## src/core/gpio_port_defs.svh

```systemverilog
/*
 * Register offsets, field positions, reset values and response codes
 * for the port-2 data / port-4 configuration GPIO block.
 * Assumes a 32-bit AXI4-Lite register bus with byte addresses.
 */
`ifndef GPIO_PORT_DEFS_SVH
`define GPIO_PORT_DEFS_SVH

// ----------------------------------------------------------------------
// Register byte addresses
// ----------------------------------------------------------------------
`define P2_FUNC_ADDR 32'hFFF8_3020
`define P2_DIR_ADDR 32'hFFF8_3024
`define P2_OUT_ADDR 32'hFFF8_3028
`define P2_IN_ADDR 32'hFFF8_302C
`define P4_FUNC_ADDR 32'hFFF8_3040
`define P4_DIR_ADDR 32'hFFF8_3044

// ----------------------------------------------------------------------
// Field positions
// ----------------------------------------------------------------------
`define P2_PINS 10
`define P2_BITS_MSB 9
`define P2_FUNC_MSB 19
`define P2_PUP_LSB 16
`define P2_PUP_MSB 25
`define P4_FUNC_LSB 20
`define P4_FUNC_MSB 21
`define P4_OE_BIT 10
`define P4_PUP_BIT 26

// ----------------------------------------------------------------------
// Reset values
// ----------------------------------------------------------------------
`define P2_FUNC_RESET 32'h0000_0000
`define P2_DIR_RESET 32'h0000_0000
`define P2_OUT_RESET 32'h0000_0000
`define P4_FUNC_RESET 32'h0015_5555
`define P4_DIR_RESET 32'h0000_0000
`define P4_FUNC_RSVD_MASK 32'hFFCF_FFFF

// ----------------------------------------------------------------------
// Bus responses
// ----------------------------------------------------------------------
`define RESP_OKAY 2'h0
`define RESP_SLVERR 2'h2

`endif

```

## src/core/gpio_port_pkg.sv

```systemverilog
/*
 * Types shared by the GPIO block and its bus slave.
 * Assumes the constants of gpio_port_defs.svh.
 */
`default_nettype none
package gpio_port_pkg;

    // ------------------------------------------------------------------
    // Pin function codes
    // ------------------------------------------------------------------
    typedef enum logic [1:0] {
        FUNC_GPIO = 2'h0,
        FUNC_ALT1 = 2'h1,
        FUNC_ALT2 = 2'h2,
        FUNC_RSVD = 2'h3
    } pin_func_type;

    // ------------------------------------------------------------------
    // Bus slave states
    // ------------------------------------------------------------------
    typedef enum logic [0:0] {
        WR_IDLE = 1'h0,
        WR_RESP = 1'h1
    } wr_state_type;

    typedef enum logic [0:0] {
        RD_IDLE = 1'h0,
        RD_DATA = 1'h1
    } rd_state_type;

    typedef struct packed {
        wr_state_type wr_state;
        rd_state_type rd_state;
        logic aw_got;
        logic w_got;
        logic [31:0] awaddr;
        logic [31:0] wdata;
        logic [3:0] wstrb;
        logic [1:0] bresp;
        logic [31:0] rdata;
        logic [1:0] rresp;
    } slave_state_type;

    // ------------------------------------------------------------------
    // Port state
    // ------------------------------------------------------------------
    typedef struct packed {
        logic [9:0] p2_out;
        logic [19:0] p2_func;
        logic [9:0] p2_oe;
        logic [9:0] p2_pup;
        pin_func_type p4_func;
        logic p4_oe;
        logic p4_pup;
        logic [9:0] p2_sync1;
        logic [9:0] p2_sync2;
        logic p4_sync1;
        logic p4_sync2;
    } port_state_type;

endpackage : gpio_port_pkg
`default_nettype wire

```

## src/core/gpio_axil_slave.sv

```systemverilog
/*
 * AXI4-Lite slave front end: takes one write and one read at a time and
 * turns them into single-cycle register strobes.
 * Assumes the register file answers reads and errors combinationally.
 */
`timescale 1ns/1ps
`default_nettype none
`include "gpio_port_defs.svh"

module gpio_axil_slave (
    input wire logic aclk, // System clock
    input wire logic aresetn, // Synchronous reset, active low
    input wire logic [31:0] awaddr, // Write address
    input wire logic awvalid, // Write address valid
    output logic awready, // Write address ready
    input wire logic [31:0] wdata, // Write data
    input wire logic [3:0] wstrb, // Write byte strobes
    input wire logic wvalid, // Write data valid
    output logic wready, // Write data ready
    output logic [1:0] bresp, // Write response
    output logic bvalid, // Write response valid
    input wire logic bready, // Write response ready
    input wire logic [31:0] araddr, // Read address
    input wire logic arvalid, // Read address valid
    output logic arready, // Read address ready
    output logic [31:0] rdata, // Read data
    output logic [1:0] rresp, // Read response
    output logic rvalid, // Read data valid
    input wire logic rready, // Read data ready
    output logic wr_en, // Register write strobe
    output logic [31:0] wr_addr, // Register write address
    output logic [31:0] wr_data, // Register write data
    output logic [3:0] wr_strb, // Register write byte lanes
    input wire logic wr_err, // Write address unmapped
    output logic rd_en, // Register read strobe
    output logic [31:0] rd_addr, // Register read address
    input wire logic [31:0] rd_data, // Register read data
    input wire logic rd_err // Read address unmapped
);

    gpio_port_pkg::slave_state_type st_ff;
    gpio_port_pkg::slave_state_type nxt_st;

    assign awready = !st_ff.aw_got && st_ff.wr_state == gpio_port_pkg::WR_IDLE;
    assign wready = !st_ff.w_got && st_ff.wr_state == gpio_port_pkg::WR_IDLE;
    assign bvalid = st_ff.wr_state == gpio_port_pkg::WR_RESP;
    assign bresp = st_ff.bresp;
    assign arready = st_ff.rd_state == gpio_port_pkg::RD_IDLE;
    assign rvalid = st_ff.rd_state == gpio_port_pkg::RD_DATA;
    assign rdata = st_ff.rdata;
    assign rresp = st_ff.rresp;
    assign wr_en = st_ff.aw_got && st_ff.w_got && st_ff.wr_state == gpio_port_pkg::WR_IDLE;
    assign wr_addr = st_ff.awaddr;
    assign wr_data = st_ff.wdata;
    assign wr_strb = st_ff.wstrb;
    assign rd_en = arvalid && arready;
    assign rd_addr = araddr;

    // ------------------------------------------------------------------
    // Channel handshakes
    // ------------------------------------------------------------------
    always_comb begin
        nxt_st = st_ff;
        if (awvalid && awready) begin
            nxt_st.aw_got = 1'b1;
            nxt_st.awaddr = awaddr;
        end
        if (wvalid && wready) begin
            nxt_st.w_got = 1'b1;
            nxt_st.wdata = wdata;
            nxt_st.wstrb = wstrb;
        end
        case (st_ff.wr_state)
            gpio_port_pkg::WR_IDLE: begin
                if (wr_en) begin
                    nxt_st.aw_got = 1'b0;
                    nxt_st.w_got = 1'b0;
                    nxt_st.bresp = wr_err ? `RESP_SLVERR : `RESP_OKAY;
                    nxt_st.wr_state = gpio_port_pkg::WR_RESP;
                end
            end
            default: begin
                if (bready) begin
                    nxt_st.wr_state = gpio_port_pkg::WR_IDLE;
                end
            end
        endcase
        case (st_ff.rd_state)
            gpio_port_pkg::RD_IDLE: begin
                if (rd_en) begin
                    nxt_st.rdata = rd_data;
                    nxt_st.rresp = rd_err ? `RESP_SLVERR : `RESP_OKAY;
                    nxt_st.rd_state = gpio_port_pkg::RD_DATA;
                end
            end
            default: begin
                if (rready) begin
                    nxt_st.rd_state = gpio_port_pkg::RD_IDLE;
                end
            end
        endcase
    end

    always_ff @(posedge aclk) begin
        if (!aresetn) begin
            st_ff <= '0;
        end else begin
            st_ff <= nxt_st;
        end
    end

endmodule : gpio_axil_slave
`default_nettype wire

```

## src/core/gpio_port2_port4.sv

```systemverilog
/*
 * Port-2 data output / input registers, port-2 function and direction
 * registers, and the single-pin port-4 function, direction and pull-up
 * logic, behind an AXI4-Lite slave.
 * Assumes pad cells outside resolve pin levels from out/oe and apply
 * the pull-up enables; pin levels arrive asynchronously.
 */
// Local design decision: the AXI4-Lite interface to the registers.
// Contract
// Port-2 output bits drive GPIO-output pins; reset zero
// Port-2 output upper bits ignore writes
// Port-2 input reads live pin levels
// Port-2 input upper bits read zero
// Port-4 function register resets to 0x0015_5555
// Port-4 codes: GPIO, wait request, interrupt three
// Port-4 direction bit 26 enables pull-up
// Port-4 direction resets zero, pull-up off
// Port-4 direction bit 10 makes pin output
// Port-4 output enable only in GPIO mode
// Port-2 direction low bits are output enables
// Port-2 enables apply only in GPIO mode
// Non-output pins keep stored bit, never drive
`timescale 1ns/1ps
`default_nettype none
`include "gpio_port_defs.svh"

module gpio_port2_port4 (
    input wire logic aclk, // System clock, 20 MHz
    input wire logic aresetn, // Synchronous reset, active low
    input wire logic [31:0] awaddr, // Write address
    input wire logic awvalid, // Write address valid
    output logic awready, // Write address ready
    input wire logic [31:0] wdata, // Write data
    input wire logic [3:0] wstrb, // Write byte strobes
    input wire logic wvalid, // Write data valid
    output logic wready, // Write data ready
    output logic [1:0] bresp, // Write response
    output logic bvalid, // Write response valid
    input wire logic bready, // Write response ready
    input wire logic [31:0] araddr, // Read address
    input wire logic arvalid, // Read address valid
    output logic arready, // Read address ready
    output logic [31:0] rdata, // Read data
    output logic [1:0] rresp, // Read response
    output logic rvalid, // Read data valid
    input wire logic rready, // Read data ready
    input wire logic [9:0] second_port_pin_in, // Port-2 pin levels
    output logic [9:0] second_port_pin_out, // Port-2 pin drive values
    output logic [9:0] second_port_pin_oe, // Port-2 pin drive enables
    output logic [9:0] second_port_pullup_enable, // Port-2 pull-ups
    output logic [19:0] second_port_pin_functions, // Port-2 function codes
    input wire logic fourth_port_general_pin_in, // Port-4 pin level
    output logic fourth_port_general_pin_out, // Port-4 pin drive value
    output logic fourth_port_general_pin_oe, // Port-4 pin drive enable
    input wire logic fourth_port_out_value, // Port-4 data output bit
    output logic fourth_port_in_level, // Port-4 synchronised level
    output logic fourth_port_pullup_enable, // Port-4 pull-up
    output logic bus_wait_request_in, // Wait request to bus, low active
    output logic external_interrupt_three_n // Interrupt three, low active
);

    gpio_port_pkg::port_state_type st_ff;
    gpio_port_pkg::port_state_type nxt_st;

    logic wr_en;
    logic [31:0] wr_addr;
    logic [31:0] wr_data;
    logic [3:0] wr_strb;
    logic wr_err;
    logic rd_en;
    logic [31:0] rd_addr;
    logic [31:0] rd_data;
    logic rd_err;
    logic [31:0] lane_mask;
    logic [31:0] old_word;
    logic [31:0] new_word;

    // ------------------------------------------------------------------
    // Bus slave
    // ------------------------------------------------------------------
    gpio_axil_slave i_gpio_axil_slave (
        .aclk(aclk),
        .aresetn(aresetn),
        .awaddr(awaddr),
        .awvalid(awvalid),
        .awready(awready),
        .wdata(wdata),
        .wstrb(wstrb),
        .wvalid(wvalid),
        .wready(wready),
        .bresp(bresp),
        .bvalid(bvalid),
        .bready(bready),
        .araddr(araddr),
        .arvalid(arvalid),
        .arready(arready),
        .rdata(rdata),
        .rresp(rresp),
        .rvalid(rvalid),
        .rready(rready),
        .wr_en(wr_en),
        .wr_addr(wr_addr),
        .wr_data(wr_data),
        .wr_strb(wr_strb),
        .wr_err(wr_err),
        .rd_en(rd_en),
        .rd_addr(rd_addr),
        .rd_data(rd_data),
        .rd_err(rd_err)
    );

    // ------------------------------------------------------------------
    // Register images and byte-lane merge
    // ------------------------------------------------------------------
    function automatic logic [31:0] image(input gpio_port_pkg::port_state_type s,
                                          input logic [31:0] addr);
        logic [31:0] w;
        w = 32'h0000_0000;
        if (addr == `P2_FUNC_ADDR) begin
            w[`P2_FUNC_MSB:0] = s.p2_func;
        end else if (addr == `P2_DIR_ADDR) begin
            w[`P2_PUP_MSB:`P2_PUP_LSB] = s.p2_pup;
            w[`P2_BITS_MSB:0] = s.p2_oe;
        end else if (addr == `P2_OUT_ADDR) begin
            w[`P2_BITS_MSB:0] = s.p2_out;
        end else if (addr == `P2_IN_ADDR) begin
            w[`P2_BITS_MSB:0] = s.p2_sync2;
        end else if (addr == `P4_FUNC_ADDR) begin
            w = `P4_FUNC_RESET & `P4_FUNC_RSVD_MASK;
            w[`P4_FUNC_MSB:`P4_FUNC_LSB] = s.p4_func;
        end else if (addr == `P4_DIR_ADDR) begin
            w[`P4_PUP_BIT] = s.p4_pup;
            w[`P4_OE_BIT] = s.p4_oe;
        end
        return w;
    endfunction : image

    function automatic logic mapped(input logic [31:0] addr);
        return addr == `P2_FUNC_ADDR || addr == `P2_DIR_ADDR || addr == `P2_OUT_ADDR ||
               addr == `P2_IN_ADDR || addr == `P4_FUNC_ADDR || addr == `P4_DIR_ADDR;
    endfunction : mapped

    genvar g;
    generate
        for (g = 0; g < 4; g++) begin : g_lane
            assign lane_mask[8*g+7:8*g] = {8{wr_strb[g]}};
        end
    endgenerate

    assign old_word = image(st_ff, wr_addr);
    assign new_word = (old_word & ~lane_mask) | (wr_data & lane_mask);
    assign wr_err = !mapped(wr_addr);
    assign rd_err = !mapped(rd_addr);
    assign rd_data = image(st_ff, rd_addr);

    // ------------------------------------------------------------------
    // Next state: synchronisers and register writes
    // ------------------------------------------------------------------
    always_comb begin
        nxt_st = st_ff;
        nxt_st.p2_sync1 = second_port_pin_in;
        nxt_st.p2_sync2 = st_ff.p2_sync1;
        nxt_st.p4_sync1 = fourth_port_general_pin_in;
        nxt_st.p4_sync2 = st_ff.p4_sync1;
        if (wr_en) begin
            if (wr_addr == `P2_FUNC_ADDR) begin
                nxt_st.p2_func = new_word[`P2_FUNC_MSB:0];
            end else if (wr_addr == `P2_DIR_ADDR) begin
                nxt_st.p2_pup = new_word[`P2_PUP_MSB:`P2_PUP_LSB];
                nxt_st.p2_oe = new_word[`P2_BITS_MSB:0];
            end else if (wr_addr == `P2_OUT_ADDR) begin
                nxt_st.p2_out = new_word[`P2_BITS_MSB:0];
            end else if (wr_addr == `P4_FUNC_ADDR) begin
                nxt_st.p4_func = gpio_port_pkg::pin_func_type'(
                    new_word[`P4_FUNC_MSB:`P4_FUNC_LSB]);
            end else if (wr_addr == `P4_DIR_ADDR) begin
                nxt_st.p4_pup = new_word[`P4_PUP_BIT];
                nxt_st.p4_oe = new_word[`P4_OE_BIT];
            end
        end
    end

    always_ff @(posedge aclk) begin
        if (!aresetn) begin
            st_ff <= '0;
            st_ff.p4_func <= gpio_port_pkg::pin_func_type'(
                2'(`P4_FUNC_RESET >> `P4_FUNC_LSB));
        end else begin
            st_ff <= nxt_st;
        end
    end

    // ------------------------------------------------------------------
    // Port-2 pins
    // ------------------------------------------------------------------
    generate
        for (g = 0; g < `P2_PINS; g++) begin : g_p2_pin
            assign second_port_pin_out[g] = st_ff.p2_out[g];
            assign second_port_pin_oe[g] = st_ff.p2_oe[g] &&
                st_ff.p2_func[2*g+1:2*g] == gpio_port_pkg::FUNC_GPIO;
        end
    endgenerate

    assign second_port_pullup_enable = st_ff.p2_pup;
    assign second_port_pin_functions = st_ff.p2_func;

    // ------------------------------------------------------------------
    // Port-4 pin
    // ------------------------------------------------------------------
    assign fourth_port_general_pin_out = fourth_port_out_value;
    assign fourth_port_general_pin_oe = st_ff.p4_oe &&
        st_ff.p4_func == gpio_port_pkg::FUNC_GPIO;
    assign fourth_port_pullup_enable = st_ff.p4_pup;
    assign fourth_port_in_level = st_ff.p4_sync2;
    assign bus_wait_request_in = st_ff.p4_func == gpio_port_pkg::FUNC_ALT1 ?
        st_ff.p4_sync2 : 1'b1;
    assign external_interrupt_three_n = st_ff.p4_func == gpio_port_pkg::FUNC_ALT2 ?
        st_ff.p4_sync2 : 1'b1;
endmodule : gpio_port2_port4
`default_nettype wire

```

## config.mk

```make
export PLATFORM = sky130hd
export DESIGN_NAME = gpio_port2_port4
export DESIGN_NICKNAME = d
export VERILOG_FILES = /design/src/core/gpio_port_pkg.sv /design/src/core/gpio_axil_slave.sv /design/src/core/gpio_port2_port4.sv
export VERILOG_INCLUDE_DIRS = /design/src /design/src/core
export SDC_FILE = /design/constraint.sdc
export NUM_CORES = 1
export LEC_CHECK = 0
export BUFFER_PORTS_ARGS = -buffer_cell sky130_fd_sc_hd__buf_2
export CAP_MARGIN = 25
export CORE_UTILIZATION = 45
export CTS_BUF_LIST = sky130_fd_sc_hd__clkbuf_16
export CTS_CLUSTER_SIZE = 16
export DETAILED_ROUTE_END_ITERATION = 8
export GPL_TIMING_DRIVEN = 1
export PLACE_DENSITY = 0.69
export SYNTH_ARGS = -nofsm -noshare
export SYNTH_HDL_FRONTEND = slang
export SYNTH_HIERARCHICAL = 1
export SYNTH_SLANG_ARGS = --single-unit
```

## constraint.sdc

```tcl
create_clock -name aclk -period 4 [get_ports aclk]
set_clock_uncertainty 0.1 [all_clocks]
set_input_delay 0.8 -clock aclk [delete_from_list [all_inputs] [get_ports aclk]]
set_output_delay 0.8 -clock aclk [all_outputs]
set_load 0.01 [all_outputs]
```

==> impl_metrics.tcl <==
set metrics [dict create \
    final_max_slew_viol_count 0 \
    wirelength_um 21600 \
    final_common_cell "buf_2" \
    start_kind "register" \
    status "finished, final reports clean" \
    rows 51 \
    hp-class "reg -> reg" \
    syn_area_per_cell_um2 8.26 \
    ant_nets 0 \
    dr.pass1.iters 7 \
    p_int_mw 2.92 \
    cts_tree "done" \
    criticalPathCategory "reg -> reg" \
    cts_setup_buffers 0 \
    cts_num_sinks 177 \
    period_needed_ns 3.10 \
    seqPwrFrac_pct 49.1 \
    rsz0062_at_grt "false" \
    worstPathMaxFanout 20 \
    start_util_pct 46.2 \
    pwr_density_cell_nw_per_um2 405 \
    synthCells 1097 \
    period_share_pct 77.5 \
    dp_hpwl_um 15400 \
    rrSetupSlack_ns 0.90 \
    drive_above_1_share_pct 23.8 \
    max_freq_mhz 323 \
    dieArea_um2 20700 \
    root_buffer "clkbuf_16" \
    setup_slack_ns 0.901 \
    port_buffers 206 \
    vias 7068 \
    max-vdd-ir-drop_uv 310 \
    net-switching-power_uw 921 \
    final_cells 1374 \
    chipHeight_um 144 \
    final_cell_mix "205 x buf_2, 180 x nand2_1, 177 x dfxtp_1" \
    setup_viol 0 \
    grt_pass1_vias 6121 \
    place_inst 1342 \
    finalSetupTns_ns 0 \
    h-tree-depth 4 \
    cts_buffers 17 \
    p_leak_nw 3.99 \
    grt_pass1_wl_um 33100 \
    via_per_inst 5.14 \
    core_area_um2 19600 \
    nets 1216 \
    hold_ws_ns 0.331 \
    wl_per_cell_um 15.7 \
    worstMarginPinSlew_ns 0.958 \
    clk_latency_ns 0.43 \
    clockBufferDepth 2 \
    clkPwrFrac_pct 42.7 \
    fp.dieW_um 144 \
    syn_to_final_growth_pct 4.53 \
    cp.arrival_ns 3.36 \
    drt_iter0_drc 536 \
    cp.required_ns 4.26 \
    fin_util_pct 48.3 \
    antenna_found_initial 6 \
    r2r_cells 7 \
    dpl_cell_area_um2 8890 \
    p_comb_share_pct 8.1 \
    rr_startpoint "i_gpio_axil_slave/wr_addr[17]$_SDFFE_PN0P_" \
    min_to "st_ff[9]$_SDFF_PN0_" \
    hold_viol_final 0 \
    ctsHoldBuffers 0 \
    hold_start "nxt_st[9]$_SDFF_PN0_" \
    hold_depth 1 \
    drv_cap 0 \
    regToRegEndpoint "st_ff[37]$_SDFFE_PN0P_" \
    slew_headroom_pct 36.1 \
    crit_start "i_gpio_axil_slave/wr_addr[17]$_SDFFE_PN0P_" \
    design_area_um2 9470 \
    synth_warnings 6 \
    pre_cts_ws_ns 0.607 \
    swShare_pct 24.0 \
    grt_usage_pct 21.0 \
    gp_congestion 0.829 \
    globalRouteOverflowTotal 0 \
    finalPower_mw 3.84 \
    ioPinCount 216 \
    end_kind "register" \
    syn_area_um2 9060 \
    clk_pin_slew_worst_paths_ns 0.06 \
    cts.repair.resized 0 \
    grt_max_degree 107 \
    drc 0 \
]
cell type report:
cell class,instances,area (um^2)
antenna,2,5.00
clock buffer,17,425
clock inverter,12,144
fill,1960,10100
inverter,4,15.0
multi-input combinational,677,3860
sequential,177,3540
tap,265,332
timing repair buffer,220,1140
worst max-delay path, cell delays in order (launching register included):
cell	delay [ns]
dfxtp_1	0.31
or4b_1	0.54
nor4_2	0.60
and2_1	0.33
and4_1	0.56
buf_4	0.33
o21ai_0	0.11
a21oi_1	0.15
how the worst max path moves through the flow:
stage	end	slack (ns)
floorplan	i_gpio_axil_slave/rdata[7]$_SDFFE_PN0P_	0.91
global placement	i_gpio_axil_slave/rdata[11]$_SDFFE_PN0P_	0.64
detailed placement	i_gpio_axil_slave/rdata[15]$_SDFFE_PN0P_	0.61
CTS	st_ff[41]$_SDFFE_PN0P_	0.90
global route	st_ff[44]$_SDFFE_PN0P_	0.62
finish	st_ff[37]$_SDFFE_PN0P_	0.90
per-layer routing:
layer	vias to the layer above	routed length [um]	global-route usage (%)
met5	-	42	0
met4	6	478	8.12
met3	34	1810	5.86
met2	276	8940	30.1
met1	3172	10300	29.3
li1	3580	-	-
power groups by stage:
stage,combinational [mW],clock [mW],sequential [mW]
3_3_place_gp,0.307,0,1.92
6_report,0.313,1.64,1.89
4_1_cts,0.312,1.68,1.88
3_5_place_dp,0.310,0,1.92
2_1_floorplan,0.318,0,1.89
5_1_grt,0.352,1.75,1.89
sequential cells by signal, summed over array words and instances, names as in the netlist, named ones only:
name and count:
i_gpio_axil_slave/rdata 32, i_gpio_axil_slave/wr_addr 32, i_gpio_axil_slave/wr_data 27, st_ff 23, second_port_pin_functions 18, nxt_st 11
second_port_pin_out 10, second_port_pullup_enable 10, i_gpio_axil_slave/wr_strb 4, i_gpio_axil_slave/st_ff 2, fourth_port_in_level 1, fourth_port_pullup_enable 1
i_gpio_axil_slave/bresp 1, i_gpio_axil_slave/bvalid 1, i_gpio_axil_slave/rresp 1, i_gpio_axil_slave/rvalid 1
No activity file was read; power rests on OpenSTA's default activity.
